`config.mk`:
```
export PLATFORM = sky130hd
export DESIGN_NAME = mcu_clock_output
export DESIGN_NICKNAME = d
export VERILOG_FILES = /design/src/core/soft_reset_pulse.v /design/src/core/xtal_divider.v /design/src/core/mcu_clock_output.v
export VERILOG_INCLUDE_DIRS = /design/src /design/src/core
export SDC_FILE = /design/constraint.sdc
export NUM_CORES = 1
export LEC_CHECK = 0
export BUFFER_PORTS_ARGS = -buffer_cell sky130_fd_sc_hd__buf_2
export CAP_MARGIN = 10
export CORE_MARGIN = 2
export CORE_UTILIZATION = 50
export CTS_CLUSTER_DIAMETER = 40
export DETAILED_ROUTE_END_ITERATION = 8
export GPL_TIMING_DRIVEN = 0
export PLACE_DENSITY = 0.8
export REMOVE_ABC_BUFFERS = 1
export SYNTH_ARGS = -nofsm -noshare
export SYNTH_HDL_FRONTEND = slang
export SYNTH_SLANG_ARGS = --single-unit
```
`constraint.sdc`:
```
create_clock -name mclk -period 9.2 [get_ports mclk]
set_input_delay 0.46 -clock mclk [delete_from_list [all_inputs] [get_ports mclk]]
set_output_delay 0.46 -clock mclk [all_outputs]
set_load 0.01 [all_outputs]
```
`src/core/mco_map.vh`:
```
// constants for the microcontroller clock output block
// assumes inclusion by bare name from core design files
`ifndef MCO_MAP_VH
`define MCO_MAP_VH

// ****************************************
// register map
// ****************************************
`define MCO_ADDR_W        7
`define MCO_CTL_OFFSET    7'h0a
`define MCO_CTL_RESET     8'h0b
`define MCO_SEL_LSB       0
`define MCO_SEL_MSB       2
`define MCO_ENLFC_BIT     3
`define MCO_TAIL_LSB      4
`define MCO_TAIL_MSB      5
`define MCO_SEL_LF        3'h7

// ****************************************
// output period in crystal half cycles
// ****************************************
`define MCO_PER_30M       7'h02
`define MCO_PER_15M       7'h04
`define MCO_PER_10M       7'h06
`define MCO_PER_4M        7'h0f
`define MCO_PER_3M        7'h14
`define MCO_PER_2M        7'h1e
`define MCO_PER_1M        7'h3c

// ****************************************
// clock tail lengths in output cycles
// ****************************************
`define MCO_TAIL_0        10'h000
`define MCO_TAIL_1        10'h080
`define MCO_TAIL_2        10'h100
`define MCO_TAIL_3        10'h200

// ****************************************
// timing
// ****************************************
`define MCLK_PERIOD_NS    8
`define SWRST_MIN_US      50
`define SWRST_MAX_US      470
`define SWRST_MIN_CYC     ((`SWRST_MIN_US * 1000 + `MCLK_PERIOD_NS - 1) / `MCLK_PERIOD_NS)
`define SWRST_MAX_CYC     ((`SWRST_MAX_US * 1000) / `MCLK_PERIOD_NS)

`endif

```
`src/core/soft_reset_pulse.v`:
```
// stretches a software reset request into a fixed internal reset pulse
// assumes start is a pulse from logic on mclk
module soft_reset_pulse #(
   parameter PULSE_CYCLES = 6250,
   parameter CNT_W        = 13
) (
   input  wire             mclk,
   input  wire             nrst,
   input  wire             start,
   output reg              active
);

   reg [CNT_W-1:0] cnt_r;

   // ****************************************
   // pulse counter
   // ****************************************
   always @(posedge mclk or negedge nrst) begin
      if (!nrst) begin
         cnt_r  <= {CNT_W{1'b0}};
         active <= 1'b0;
      end else if (start) begin
         cnt_r  <= PULSE_CYCLES[CNT_W-1:0] - {{(CNT_W-1){1'b0}}, 1'b1};
         active <= 1'b1;
      end else if (active) begin
         if (cnt_r == {CNT_W{1'b0}}) begin
            active <= 1'b0;
         end else begin
            cnt_r <= cnt_r - {{(CNT_W-1){1'b0}}, 1'b1};
         end
      end
   end

endmodule // soft_reset_pulse

```
`src/core/xtal_divider.v`:
```
// integer divider counting both edges of the synchronised crystal level
// assumes xtal_s already passed two flip-flops on mclk
module xtal_divider #(
   parameter PER_W = 7
) (
   input  wire             mclk,
   input  wire             nrst,
   input  wire             xtal_s,
   input  wire             restart,
   input  wire [PER_W-1:0] period,
   output reg              div_out
);

   reg  [PER_W-1:0] cnt_r;
   reg              prev_r;
   wire             edge_ev;
   wire [PER_W-1:0] low_len;
   wire [PER_W-1:0] cnt_nxt;

   assign edge_ev = xtal_s ^ prev_r;
   assign low_len = period - (period >> 1);
   assign cnt_nxt = (cnt_r >= period - {{(PER_W-1){1'b0}}, 1'b1}) ? {PER_W{1'b0}} :
                    cnt_r + {{(PER_W-1){1'b0}}, 1'b1};

   // ****************************************
   // half-cycle counter, low phase first
   // ****************************************
   always @(posedge mclk or negedge nrst) begin
      if (!nrst) begin
         cnt_r   <= {PER_W{1'b0}};
         prev_r  <= 1'b0;
         div_out <= 1'b0;
      end else begin
         prev_r <= xtal_s;
         if (restart) begin
            cnt_r   <= {PER_W{1'b0}};
            div_out <= 1'b0;
         end else if (edge_ev) begin
            cnt_r   <= cnt_nxt;
            div_out <= (cnt_nxt >= low_len);
         end
      end
   end

endmodule // xtal_divider

```
`src/core/mcu_clock_output.v`:
```
// microcontroller clock output: divider select, low-frequency fallback,
// clock tail, interrupt hold and software reset pulse
// assumes xtal_clk, rc_clk and ext32_clk are slow enough to sample on mclk;
// sleep_cmd, irq_pending and register strobes come from logic on mclk
//
// Summary of operation
// - three-bit select picks 30,15,10,4,3,2,1 MHz or 32.768 kHz.
// - all non-low-frequency outputs come from integer division of the crystal.
// - low-frequency output comes from RC or external 32 kHz source as selected.
// - after reset the second pin carries the microcontroller clock.
// - in idle, transmit or receive the selected frequency is output.
// - the crystal oscillator is stopped in sleep.
// - fallback enabled and asleep gives 32.768 kHz regardless of select.
// - fallback disabled stops the output clock in sleep.
// - before stopping, emit 0, 128, 256 or 512 extra cycles.
// - a pending interrupt keeps clock and crystal running.
// - once the interrupt clears, the commanded mode and its gating apply.
// - any reset returns the control register to its default.
// - software reset holds the internal reset for 50 to 470 us.
`include "mco_map.vh"

module mcu_clock_output #(
   parameter SWRST_CYCLES = `SWRST_MIN_CYC,
   parameter SWRST_W      = 13,
   parameter PER_W        = 7,
   parameter TAIL_W       = 10
) (
   input  wire                    mclk,
   input  wire                    nrst,
   input  wire [`MCO_ADDR_W-1:0]  reg_addr,
   input  wire [7:0]              reg_wdata,
   input  wire                    reg_wr,
   input  wire                    reg_rd,
   output reg  [7:0]              reg_rdata,
   input  wire                    soft_reset_req,
   input  wire                    sleep_cmd,
   input  wire                    irq_pending,
   input  wire                    lf_ext_sel,
   input  wire                    xtal_clk,
   input  wire                    rc_clk,
   input  wire                    ext32_clk,
   output reg                     gp_pin_two,
   output reg                     xtal_en,
   output wire                    int_reset_n,
   output reg                     clk_stopped,
   output reg                     clk_on_lf
);

   // ****************************************
   // declarations
   // ****************************************
   localparam ST_RUN   = 2'b00;
   localparam ST_DRAIN = 2'b01;
   localparam ST_TAIL  = 2'b10;
   localparam ST_OFF   = 2'b11;
   localparam [7:0] CTL_RST = `MCO_CTL_RESET;

   reg  [2:0]        s1_r;
   reg  [2:0]        s2_r;
   reg  [5:0]        ctl_r;
   reg  [1:0]        state_r;
   reg  [1:0]        state_nxt;
   reg               src_lf_r;
   reg  [2:0]        cur_sel_r;
   reg               arm_r;
   reg               src_d_r;
   reg  [TAIL_W-1:0] tail_r;
   reg  [TAIL_W-1:0] tail_nxt;
   reg               do_switch;
   wire [2:0]        async_in;
   wire              srst;
   wire              xtal_s;
   wire              lf_s;
   wire              div_out;
   wire [2:0]        sel;
   wire              enlfc;
   wire [1:0]        clkt;
   wire              eff_sleep;
   wire              want_off;
   wire              want_lf;
   wire              need_switch;
   wire              src;
   wire              rise;
   wire              arm_nxt;
   wire              out_nxt;
   wire              fall_ev;
   wire              ctl_hit;

   // ****************************************
   // decode functions
   // ****************************************
   function [PER_W-1:0] period_of;
      input [2:0] s;
      begin
         case (s)
            3'h0:    period_of = `MCO_PER_30M;
            3'h1:    period_of = `MCO_PER_15M;
            3'h2:    period_of = `MCO_PER_10M;
            3'h3:    period_of = `MCO_PER_4M;
            3'h4:    period_of = `MCO_PER_3M;
            3'h5:    period_of = `MCO_PER_2M;
            default: period_of = `MCO_PER_1M;
         endcase
      end
   endfunction

   function [TAIL_W-1:0] tail_of;
      input [1:0] t;
      begin
         case (t)
            2'h1:    tail_of = `MCO_TAIL_1;
            2'h2:    tail_of = `MCO_TAIL_2;
            2'h3:    tail_of = `MCO_TAIL_3;
            default: tail_of = `MCO_TAIL_0;
         endcase
      end
   endfunction

   // ****************************************
   // input synchronisers
   // ****************************************
   assign async_in = {ext32_clk, rc_clk, xtal_clk};

   genvar gi;
   generate
      for (gi = 0; gi < 3; gi = gi + 1) begin : g_sync
         always @(posedge mclk or negedge nrst) begin
            if (!nrst) begin
               s1_r[gi] <= 1'b0;
               s2_r[gi] <= 1'b0;
            end else begin
               s1_r[gi] <= async_in[gi];
               s2_r[gi] <= s1_r[gi];
            end
         end
      end
   endgenerate

   assign xtal_s = s2_r[0];
   assign lf_s   = lf_ext_sel ? s2_r[2] : s2_r[1];

   // ****************************************
   // software reset
   // ****************************************
   soft_reset_pulse #(
      .PULSE_CYCLES (SWRST_CYCLES),
      .CNT_W        (SWRST_W)
   ) u_soft_reset (
      .mclk   (mclk),
      .nrst   (nrst),
      .start  (soft_reset_req),
      .active (srst)
   );

   assign int_reset_n = ~srst;

   // ****************************************
   // control register
   // ****************************************
   assign ctl_hit = (reg_addr == `MCO_CTL_OFFSET);

   always @(posedge mclk or negedge nrst) begin
      if (!nrst) begin
         ctl_r     <= CTL_RST[5:0];
         reg_rdata <= 8'h00;
      end else if (srst) begin
         ctl_r     <= CTL_RST[5:0];
         reg_rdata <= 8'h00;
      end else begin
         if (reg_wr && ctl_hit) begin
            ctl_r <= reg_wdata[5:0];
         end
         if (reg_rd) begin
            reg_rdata <= ctl_hit ? {2'b00, ctl_r} : 8'h00;
         end
      end
   end

   assign sel   = ctl_r[`MCO_SEL_MSB:`MCO_SEL_LSB];
   assign enlfc = ctl_r[`MCO_ENLFC_BIT];
   assign clkt  = ctl_r[`MCO_TAIL_MSB:`MCO_TAIL_LSB];

   // ****************************************
   // mode and source targets
   // ****************************************
   assign eff_sleep   = sleep_cmd & ~irq_pending;
   assign want_off    = eff_sleep & ~enlfc;
   assign want_lf     = ~want_off & ((sel == `MCO_SEL_LF) | eff_sleep);
   assign need_switch = (want_lf != src_lf_r) | (~want_lf & (sel != cur_sel_r));

   // ****************************************
   // crystal divider
   // ****************************************
   xtal_divider #(
      .PER_W (PER_W)
   ) u_divider (
      .mclk    (mclk),
      .nrst    (nrst),
      .xtal_s  (xtal_s),
      .restart (do_switch),
      .period  (period_of(cur_sel_r)),
      .div_out (div_out)
   );

   // ****************************************
   // output gating
   // ****************************************
   assign src     = src_lf_r ? lf_s : div_out;
   // arm only on a true rising edge of the new source
   assign rise    = src & ~src_d_r & ~arm_r;
   assign arm_nxt = arm_r | rise;
   assign out_nxt = (state_r != ST_OFF) & arm_nxt & src;
   assign fall_ev = gp_pin_two & ~out_nxt;

   // ****************************************
   // sequencing state machine
   // ****************************************
   always @* begin
      state_nxt = state_r;
      tail_nxt  = tail_r;
      do_switch = 1'b0;
      case (state_r)
         ST_RUN: begin
            if (want_off) begin
               if (clkt == 2'b00) begin
                  state_nxt = ST_DRAIN;
               end else begin
                  state_nxt = ST_TAIL;
                  tail_nxt  = tail_of(clkt);
               end
            end else if (need_switch) begin
               state_nxt = ST_DRAIN;
            end
         end
         ST_DRAIN: begin
            if (fall_ev || !arm_r) begin
               if (want_off) begin
                  state_nxt = ST_OFF;
               end else begin
                  state_nxt = ST_RUN;
                  do_switch = 1'b1;
               end
            end
         end
         ST_TAIL: begin
            if (!want_off) begin
               state_nxt = ST_RUN;
            end else if (fall_ev) begin
               tail_nxt = tail_r - {{(TAIL_W-1){1'b0}}, 1'b1};
               if (tail_r == {{(TAIL_W-1){1'b0}}, 1'b1}) begin
                  state_nxt = ST_DRAIN;
               end
            end
         end
         ST_OFF: begin
            if (!want_off) begin
               state_nxt = ST_RUN;
               do_switch = 1'b1;
            end
         end
         default: begin
            state_nxt = ST_RUN;
         end
      endcase
   end

   always @(posedge mclk or negedge nrst) begin
      if (!nrst) begin
         state_r    <= ST_RUN;
         tail_r     <= {TAIL_W{1'b0}};
         src_lf_r   <= 1'b0;
         cur_sel_r  <= CTL_RST[`MCO_SEL_MSB:`MCO_SEL_LSB];
         arm_r      <= 1'b0;
         src_d_r    <= 1'b1;
         gp_pin_two <= 1'b0;
      end else if (srst) begin
         state_r    <= ST_RUN;
         tail_r     <= {TAIL_W{1'b0}};
         src_lf_r   <= 1'b0;
         cur_sel_r  <= CTL_RST[`MCO_SEL_MSB:`MCO_SEL_LSB];
         arm_r      <= 1'b0;
         src_d_r    <= 1'b1;
         gp_pin_two <= 1'b0;
      end else begin
         state_r <= state_nxt;
         tail_r  <= tail_nxt;
         if (do_switch) begin
            src_lf_r   <= want_lf;
            cur_sel_r  <= sel;
            arm_r      <= 1'b0;
            src_d_r    <= 1'b1;
            gp_pin_two <= 1'b0;
         end else begin
            arm_r      <= arm_nxt;
            src_d_r    <= src;
            gp_pin_two <= out_nxt;
         end
      end
   end

   // ****************************************
   // crystal enable and status
   // ****************************************
   always @(posedge mclk or negedge nrst) begin
      if (!nrst) begin
         xtal_en     <= 1'b1;
         clk_stopped <= 1'b0;
         clk_on_lf   <= 1'b0;
      end else begin
         xtal_en     <= ~((state_r == ST_OFF) |
                          (eff_sleep & src_lf_r & (state_r == ST_RUN)));
         clk_stopped <= (state_r == ST_OFF);
         clk_on_lf   <= src_lf_r;
      end
   end

endmodule // mcu_clock_output

```
==> results of run 1 <==
-- sequential cells by signal (all words and copies together), names as in the netlist --
| name | cells |
|---|---|
| src_d_r | 1 |
| clk_stopped | 1 |
| gp_pin_two | 1 |
| s1_r | 3 |
| u_divider.cnt_r | 7 |
| state_r | 2 |
| u_soft_reset.cnt_r | 13 |
| u_soft_reset.active | 1 |
| cur_sel_r | 3 |
| arm_r | 1 |
| u_divider.div_out | 1 |
| u_divider.prev_r | 1 |
| xtal_s | 1 |
| reg_rdata | 6 |
| s2_r | 2 |
| ctl_r | 6 |
| xtal_en | 1 |
| tail_r | 10 |
| clk_on_lf | 1 |
| src_lf_r | 1 |
-- stage by stage --
stage	power, µW	util, %	setup WS (ps)	hold slack, ps	area (µm²)
2_1_floorplan	423	-	5580	164	3850
3_3_place_gp	456	54.0	5070	333	4150
3_5_place_dp	466	54.2	4990	340	4170
4_1_cts	713	56.8	4970	124	4370
5_1_grt	752	56.8	4600	157	4370
6_report	706	56.8	5020	112	4370
-- power groups by stage --
stage / combinational [µW] / clock (µW) / sequential, µW
5_1_grt: 165 / 263 / 324
3_5_place_dp: 141 / 0 / 325
2_1_floorplan: 105 / 0 / 318
3_3_place_gp: 133 / 0 / 323
4_1_cts: 142 / 251 / 319
6_report: 141 / 245 / 320
-- critical path, cell delays in order, from the launching register on --
cell       delay, ps
dfstp_2          600
nand2b_1          80
xnor2_1          380
ha_1             260
o21ai_0          120
and2_1           220
ha_1             260
o2111ai_1        120
o21ai_1          710
nand2b_1         210
ha_1             220
nand2b_1         130
a21o_1           180
a211oi_1         260
o21ai_0          130
and3b_1          180
-- final cells by class --
cell class | count | area [µm²]
clock buffers | 12 | 155
clock inverters | 4 | 45.0
fillers | 676 | 3320
inverters | 18 | 67.6
multi-input cells | 313 | 2200
flip-flops and latches | 63 | 1590
well taps | 102 | 128
repair buffers | 35 | 190
-- path summary, 6_finish.rpt --
path | slack, ps | from | endpoint | cells after the start
min | 110 | nrst | u_divider.cnt_r[2] | 1
max | 5020 | cur_sel_r[0] | u_divider.div_out | 15
min in group mclk | 220 | rc_clk | s1_r[1] | 1
max in group asynchronous | 8420 | nrst | ctl_r[3] | 2
max reg2reg | 5020 | cur_sel_r[0] | u_divider.div_out | 15
min reg2reg | 350 | s1_r[0] | xtal_s | 0
-- cell families after synthesis --
family / Yosys count / share of synthesized area [%]
other: 1 / 0.0950
xor gates and xnor gates: 22 / 4.88
adders and majority gates: 28 / 9.00
DFF: 63 / 40.2
and+or+nand+nor: 153 / 21.1
buffers and inverters: 37 / 4.25
muxes: 11 / 2.79
AOI/OAI and AO/OA: 97 / 17.7
-- cells in the mapped netlist, types with 2 or more instances --
| library cell | count | area, µm² |
|---|---|---|
| nor2b_1 | 4 | 25.0 |
| nor3_1 | 10 | 50.1 |
| a311oi_1 | 2 | 17.5 |
| and3_1 | 5 | 31.3 |
| or3_1 | 8 | 50.1 |
| nand2_2 | 2 | 12.5 |
| nand2_1 | 35 | 131 |
| nand4_1 | 2 | 12.5 |
| xnor2_1 | 17 | 149 |
| buf_4 | 4 | 30.0 |
| nand2b_1 | 11 | 68.8 |
| nand3_1 | 13 | 65.1 |
| dfstp_2 | 7 | 184 |
| nor2_1 | 33 | 124 |
| a21o_1 | 10 | 75.1 |
| a22o_1 | 6 | 52.6 |
| inv_1 | 18 | 67.6 |
| o21ai_1 | 4 | 20.0 |
| o2111ai_1 | 2 | 17.5 |
| o31ai_1 | 2 | 15.0 |
| and2b_1 | 2 | 15.0 |
| a211oi_1 | 5 | 37.5 |
| o21ai_0 | 8 | 40.0 |
| nor4b_2 | 3 | 45.0 |
| clkbuf_1 | 9 | 33.8 |
| nor4_1 | 3 | 18.8 |
| a2111oi_0 | 2 | 17.5 |
| nor3b_2 | 2 | 25.0 |
| o211ai_1 | 3 | 22.5 |
| and2_1 | 3 | 18.8 |
| a31oi_1 | 7 | 43.8 |
| ha_1 | 26 | 325 |
| nand4b_1 | 2 | 17.5 |
| dfrtp_1 | 56 | 1400 |
| buf_2 | 5 | 25.0 |
| xor2_1 | 5 | 43.8 |
| a21oi_1 | 27 | 135 |
| mux2i_1 | 11 | 110 |
| a41oi_1 | 2 | 17.5 |
| or2_2 | 5 | 31.3 |
| o21a_1 | 3 | 22.5 |
-- metal layers --
layer  track usage (%)  part of all wire [%]  vias to the layer above  wire [µm]
met3              4.39                   4.5                       10        361
met5                 0                     0                        -          0
met1              27.5                    46                     1467       3690
met4              8.95                   2.0                        0        159
met2              33.0                    47                       74       3780
li1                  -                     -                     1527          -
-- layout by cell type, fill, tap and decap left out, drive strengths merged, types with 5 or more instances in the layout --
cell type / synthesis / final
xnor2: 17 / 17
dfrtp: 56 / 56
a22o: 6 / 6
and3: 5 / 5
clkbuf: 9 / 12
nor3: 11 / 11
ha: 26 / 26
nand2: 37 / 37
mux2i: 11 / 11
nand3: 13 / 13
nand2b: 11 / 11
a211oi: 5 / 5
or2: 5 / 5
dfstp: 7 / 7
a31oi: 7 / 7
buf: 10 / 35
a21oi: 27 / 27
nor2: 33 / 33
a21o: 10 / 10
or3: 8 / 8
o21ai: 12 / 12
inv: 18 / 18
xor2: 5 / 5
==> results.ini, run 1 <==
[detailed_routing]
dr.pass1.iters = 5
wl_per_cell_um = 14.6
viasPerCell = 5.63
dr.first_iter.drc_count = 173
ant_nets = 0
drcViolationCount = 0
wl_um = 7990
via_count = 3078

[die]
die-area_um2 = 8620
fp-row-count = 32
initial_utilization_pct = 51.4
core_area_um2 = 7690
die_w_um = 92.9
ios = 39
die_h_um = 92.9

[job]
cap_viol_max_count = 0

[grt]
grt_max_degree = 40
track_usage_pct = 20.8
globalRouteOverflowTotal = 0
grt_pass1_vias = 3116
grt_first_pass_wirelength_um = 14300
antenna_found_initial = 0

[power_and_ir_drop]
leakage_uw = 0.00188
p_int_uw = 500
seqPwrFrac_pct = 45.3
ir_drop_uv = 97.8
power_frac_comb_pct = 19.9
power.density_nw_per_um2 = 162
p_sw_share_pct = 29.2
p_sw_uw = 206
clock_power_share_pct = 34.7

[clock_network]
h-tree-depth = 3
tritoncts = done
clk_root_buffer_cell = clkbuf_8
hold_buffers = 0
cts-resized-gates = 0
post_cts_buffers = 0
cts_num_sinks = 63
path_clk_slew_ps = 70
cts-buffers-inserted = 9
insertion_delay_ps = 340
clk_path_buf_depth = 2

[setup_path]
cp_data_required_time_ps = 9430
path_class = register to register
worstPathArrival_ps = 4410
end_kind = register
cp-start-kind = register
path_max_fanout = 14

[cells_and_area]
layout-drive-gt1-share_pct = 17.1
final_cells = 547
diodes = 0
area_growth_pct = 10.7
final_nets = 493

[logic_synthesis]
synth_seq_area_share_pct = 40.2
syn_area_um2 = 3950
synth_warnings = 0
async_flop_share_pct = 100
ys_types = 69
synth-seq-cells = 63
avgSynthCellArea_um2 = 9.58
syn_inst = 412
synthFlopType = dfrtp_1
synth_edf_count = 0

[timing]
period_minus_slack_ps = 4180
max_freq_mhz = 239
final_hold_viol_count = 0
finalSetupTns_ps = 0
tightestPinTransition_ps = 1080
setup_violations = 0
rsz0062_at_grt = false
relSlewSlack_pct = 27.3
finalClockSkew_ps = 12.6
post-route-period-util_pct = 45.4
maxSlewViolCount = 0

[placed_design]
gp_congestion = 0.865
dp.cells = 531
place_hpwl_um = 5850
numPortBuffers = 34

[min_path]
hold_class = primary input to asynchronous set/reset pin

[outcome]
status = finished, final reports clean

Note: power is estimated with default switching activity, not from simulation.
==> run 2, diff against run 1 <==
==> constraint.sdc (replaced) <==
create_clock -name mclk -period 4.1 [get_ports mclk]
set_input_delay 0.205 -clock mclk [delete_from_list [all_inputs] [get_ports mclk]]
set_output_delay 0.205 -clock mclk [all_outputs]
set_load 0.01 [all_outputs]
==> results.ini, run 2 (synthesized netlist as in run 1, its figures left out) <==
[timing]
max_freq_mhz = 260
maxSlewViolCount = 0
period_minus_slack_ps = 3840
final_hold_viol_count = 0
setup_violations = 0
relSlewSlack_pct = 26.8
rsz0062_at_grt = false
finalClockSkew_ps = 14.8
tightestPinTransition_ps = 1090
post-route-period-util_pct = 93.7

[die]
core_area_um2 = 7690
fp-row-count = 32
die-area_um2 = 8620
die_h_um = 92.9
ios = 39
die_w_um = 92.9
initial_utilization_pct = 51.4

[placed_design]
numPortBuffers = 34
gp_congestion = 0.865
dp.cells = 531
place_hpwl_um = 5850
place_area_um2 = 4170

[power_and_ir_drop]
ir_drop_uv = 220
leakage_uw = 0.00191
power.density_nw_per_um2 = 360

[grt]
grt_max_degree = 40
globalRouteOverflowTotal = 0
grt_first_pass_wirelength_um = 14400
grt_pass1_vias = 3134
track_usage_pct = 20.9
antenna_found_initial = 0

[cells_and_area]
layout-drive-gt1-share_pct = 18.0
area_growth_pct = 12.6
largest_register = u_soft_reset.cnt_r
largest_registers = u_soft_reset.cnt_r (13), tail_r (10), u_divider.cnt_r (7)
largest_register_ffs = 13
finalInstanceArea_um2 = 4440
n_fill_cell = 663
regArea_um2 = 1590
final_cells = 552
diodes = 0
multi_input_area_um2 = 2220
final_common_cell = dfrtp_1
layout_common_cells = dfrtp_1, nand2_1, buf_2
final_nets = 498

[clock_network]
cts_num_sinks = 63
path_clk_slew_ps = 80
clk_path_buf_depth = 2
h-tree-depth = 3
clk_root_buffer_cell = clkbuf_8
cts-buffers-inserted = 9
insertion_delay_ps = 340
tritoncts = done

[detailed_routing]
via_count = 3115
dr.first_iter.drc_count = 217
drcViolationCount = 0
viasPerCell = 5.64
ant_nets = 0
wl_per_cell_um = 14.7
dr.pass1.iters = 4
wl_um = 8120

[setup_path]
worstPathArrival_ps = 4070
path_max_fanout = 14
crit_slowest_cell = dfrtp_2
cp-start-kind = register
cp_cell_sequence = maj3_1 -> inv_1 -> ha_1 -> inv_1 -> o21ai_0 -> a21o_1 -> ha_1 -> a21o_1 -> a21oi_1 -> o21ai_4 -> nand2b_1 -> ha_1 -> nand2b_1 -> a21o_1 -> a211oi_1 -> o21ai_0 -> and3b_1
max_stage_delay_ps = 490
end_kind = register
path_class = register to register
cp_data_required_time_ps = 4330

[min_path]
hold_class = primary input to register

[job]
cap_viol_max_count = 0

[outcome]
status = finished, final reports clean

==> run 2: area by class of cell <==
class | instances | area share (%)
Clock buffer | 12 | 3.49
Clock inverter | 4 | 1.01
Inverter | 18 | 1.52
Multi-Input combinational cell | 313 | 50.0
Sequential cell | 63 | 35.7
Tap cell | 102 | 2.87
Timing Repair Buffer | 40 | 5.35
==> run 2: power breakdown <==
group | total (µW) | switching [µW] | internal [µW]
clock network | 549 | 238 | 311
registers | 718 | 55.2 | 662
logic | 331 | 176 | 155
total | 1600 | 469 | 1130
==> run 2: final timing paths <==
kind	startpoint	to	slack [ps]	cells after the start
hold reg to reg	s1_r[0]	xtal_s	350	0
max in group asynchronous	nrst	ctl_r[1]	3030	3
min in group asynchronous	nrst	u_divider.cnt_r[2]	400	2
setup / recovery	cur_sel_r[2]	u_divider.div_out	260	17
hold / removal	reg_wdata[4]	ctl_r[4]	90	3
setup reg to reg	cur_sel_r[2]	u_divider.div_out	260	17
==> run 2: through the flow <==
step                      util [%]  setup WS [ps]  hold slack (ps)  setup TNS, ps  total power [µW]
after floorplan                  -            481            -90.6              0               950
after global placement        54.0          -34.6              315          -34.6              1020
after detailed placement      54.2           -108              242           -108              1050
after CTS                     57.4            111             85.1              0              1610
after global routing          57.8           3.59              116              0              1700
final                         57.8            260             93.9              0              1600
==> run 2: what timing repair did <==
action	4_1_cts	5_1_grt
setup endpoints to repair	1	1
hold endpoints to repair	25	0
pin swaps	0	1
gates resized for setup	1	5
buffers inserted	0	1
hold buffers	4	0
==> run 2: metal layers <==
metal  vias up  global-route usage [%]  share of wire, %
met3        12                    4.39               4.4
li1       1540                       -                 -
met4         0                    8.95               2.2
met2        71                    33.2                47
met5         -                       0                 0
met1      1492                    27.6                46
==> run 2: worst max-delay path: cells and delay by family (launching register included) <==
kind            cells  cell delay [ps]
simple gates        3              510
flops               1              490
compound gates      8             1460
fa+ha+maj           4             1070
buf+inv             2              200
==> run 3, diff against run 2 <==
--- a/config.mk
+++ b/config.mk
@@ -17,4 +17,5 @@
 export REMOVE_ABC_BUFFERS = 1
 export SYNTH_ARGS = -nofsm -noshare
 export SYNTH_HDL_FRONTEND = slang
+export SYNTH_HIERARCHICAL = 1
 export SYNTH_SLANG_ARGS = --single-unit
==> results.ini, run 3 <==
[logic_synthesis]
synth_top_area_share_pct = 34.6
synth_warnings = 6
synth_seq_area_share_pct = 39.1
synth.area.top_cells = dfrtp_1, ha_1, dfstp_2
ys_types = 69
yosysMostFrequentCell = dfrtp_1
async_flop_share_pct = 100
synth-seq-cells = 63
syn_area_um2 = 4050
yosysTopAreaCell = dfrtp_1
ys_top_cells_by_count = dfrtp_1, nor2_1, ha_1
avgSynthCellArea_um2 = 9.47
synthFlopType = dfrtp_1
synth_edf_count = 0
syn_inst = 428

[cells_and_area]
area_growth_pct = 14.7
largest_register = u_soft_reset/cnt_r
final_common_cell = dfrtp_1
largest_register_ffs = 13
diodes = 0
final_nets = 532
layout_common_cells = dfrtp_1, nor2_1, buf_2
largest_registers = u_soft_reset/cnt_r (13), tail_r (10), u_divider/cnt_r (7)
finalInstanceArea_um2 = 4650
layout-drive-gt1-share_pct = 17.8

[power_and_ir_drop]
ir_drop_uv = 202
p_sw_share_pct = 28.3
seqPwrFrac_pct = 44.2
p_sw_uw = 448
power_frac_comb_pct = 17.7
clock_power_share_pct = 38.1
leakage_uw = 0.00214
power.density_nw_per_um2 = 341
p_int_uw = 1140

[die]
die-area_um2 = 8840
die_h_um = 94.0
die_w_um = 94.0
fp-row-count = 32
initial_utilization_pct = 51.9
core_area_um2 = 7810
ios = 39

[detailed_routing]
wl_per_cell_um = 13.8
ant_nets = 0
via_count = 3304
wl_um = 8000
viasPerCell = 5.71
dr.first_iter.drc_count = 162
drcViolationCount = 0
dr.pass1.iters = 4

[setup_path]
reg2reg_from = cur_sel_r[2]
startpoint = cur_sel_r[2]
rrSetupSlack_ps = 240
path_class = register to register
cp-start-kind = register
path_max_fanout = 9
cp_cell_sequence = or3_1 -> inv_1 -> ha_1 -> nor2b_1 -> o21ai_0 -> xnor2_1 -> ha_1 -> o21ai_0 -> nor2_1 -> a211oi_4 -> nand2_1 -> ha_1 -> o21ai_0 -> a21oi_1 -> o2111ai_1 -> a311oi_1
reg2reg_depth = 16
cp_data_required_time_ps = 4340
crit_slowest_cell = dfrtp_1
crit_family = compound AO/OA/AOI/OAI gates
reg2reg_to = u_divider/div_out
worst-path-buf-inv = 1
worstPathArrival_ps = 4100
end_kind = register
max_stage_delay_ps = 500

[placed_design]
place_area_um2 = 4340
numPortBuffers = 34
place_hpwl_um = 5930
gp_congestion = 0.847

[timing]
post-route-period-util_pct = 94.1
tightestPinTransition_ps = 1070
rsz0062_at_grt = false
relSlewSlack_pct = 28.0
period_minus_slack_ps = 3860
finalSetupTns_ps = 0
max_freq_mhz = 259
setup_violations = 0
finalClockSkew_ps = 10.0
maxSlewViolCount = 0
final_hold_viol_count = 0

[grt]
track_usage_pct = 20.1
grt_pass1_vias = 3210
antenna_found_initial = 0
globalRouteOverflowTotal = 0
grt_first_pass_wirelength_um = 14200
grt_max_degree = 25

[clock_network]
path_clk_slew_ps = 80
cts-buffers-inserted = 9
tritoncts = done
insertion_delay_ps = 350
clk_root_buffer_cell = clkbuf_8
clk_path_buf_depth = 2
h-tree-depth = 3
cts_num_sinks = 63

[outcome]
status = finished, final reports clean

[min_path]
hold_end = ctl_r[3]
hold_class = primary input to register
hold_depth = 3
hold_start = reg_wdata[3]

[job]
cap_viol_max_count = 0

-- run 3: cell type report --
class | instances | area (µm²)
clock buffers | 9 | 124
clock inverters | 7 | 96.3
fillers | 675 | 3160
inverters | 28 | 105
multi-input cells | 325 | 2310
flip-flops and latches | 63 | 1590
well taps | 102 | 128
repair buffers | 45 | 295
-- run 3: stage by stage --
step	cells	setup slack (ps)	hold slack (ps)	utilization [%]	power (µW)
2_1_floorplan	416	588	-90.6	-	890
3_3_place_gp	552	137	314	55.0	957
3_5_place_dp	554	27.1	181	55.6	974
4_1_cts	574	55.3	64.0	59.0	1590
5_1_grt	579	9.38	79.6	59.5	1680
6_report	579	241	76.5	59.5	1580
-- run 3: power groups by stage --
stage / Combinational (µW) / Sequential [µW] / Clock [µW]
after global routing: 327 / 706 / 651
after detailed placement: 263 / 711 / 0
after global placement: 248 / 709 / 0
after floorplan: 191 / 699 / 0
after CTS: 267 / 700 / 620
final: 280 / 700 / 603
-- run 3: layer usage --
| layer | vias up | track usage [%] | wire [µm] |
|---|---|---|---|
| li1 | 1618 | - | - |
| met1 | 1603 | 26.2 | 3770 |
| met2 | 71 | 32.6 | 3800 |
| met3 | 12 | 5.38 | 330 |
| met4 | 0 | 6.52 | 97 |
| met5 | - | 0 | 0 |
-- run 3: worst max path at each step --
| stage | cells past startpoint | endpoint | slack [ps] |
|---|---|---|---|
| 2_1_floorplan | 18 | u_divider/div_out | 590 |
| 3_3_place_gp | 18 | u_divider/div_out | 140 |
| 3_5_place_dp | 18 | u_divider/div_out | 30 |
| 4_1_cts | 18 | u_divider/div_out | 60 |
| 5_1_grt | 16 | u_divider/div_out | 9 |
| 6_report | 16 | u_divider/div_out | 240 |
-- run 3: timing repair --
item | 4_1_cts | 5_1_grt
setup buffers | 0 | 5
hold endpoints to repair | 22 | 0
hold buffers | 4 | 0
resized for setup | 1 | 2
setup endpoints to repair | 1 | 1
pin swaps | 0 | 1
-- run 3: worst reg2reg max path, cell delays in order, from the launching register on --
cell	delay, ps
dfrtp_1	500
or3_1	430
inv_1	200
ha_1	180
nor2b_1	220
o21ai_0	140
xnor2_1	150
ha_1	310
o21ai_0	190
nor2_1	110
a211oi_4	280
nand2_1	100
ha_1	270
o21ai_0	70
a21oi_1	190
o2111ai_1	120
a311oi_1	290
-- run 3: cells by family (layout without fill, tap and decap cells) --
| group | Yosys count | count (layout) | share of synthesized area (%) |
|---|---|---|---|
| AND/OR/NAND/NOR | 156 | 156 | 21.2 |
| adder cells (fa/ha/maj) | 35 | 35 | 10.9 |
| XOR/XNOR | 19 | 19 | 4.10 |
| multiplexers | 10 | 10 | 2.47 |
| AO/OA/AOI/OAI | 101 | 101 | 17.8 |
| other | 1 | 4 | 0.0925 |
| buffers and inverters | 43 | 89 | 4.32 |
| flip-flops | 63 | 63 | 39.1 |
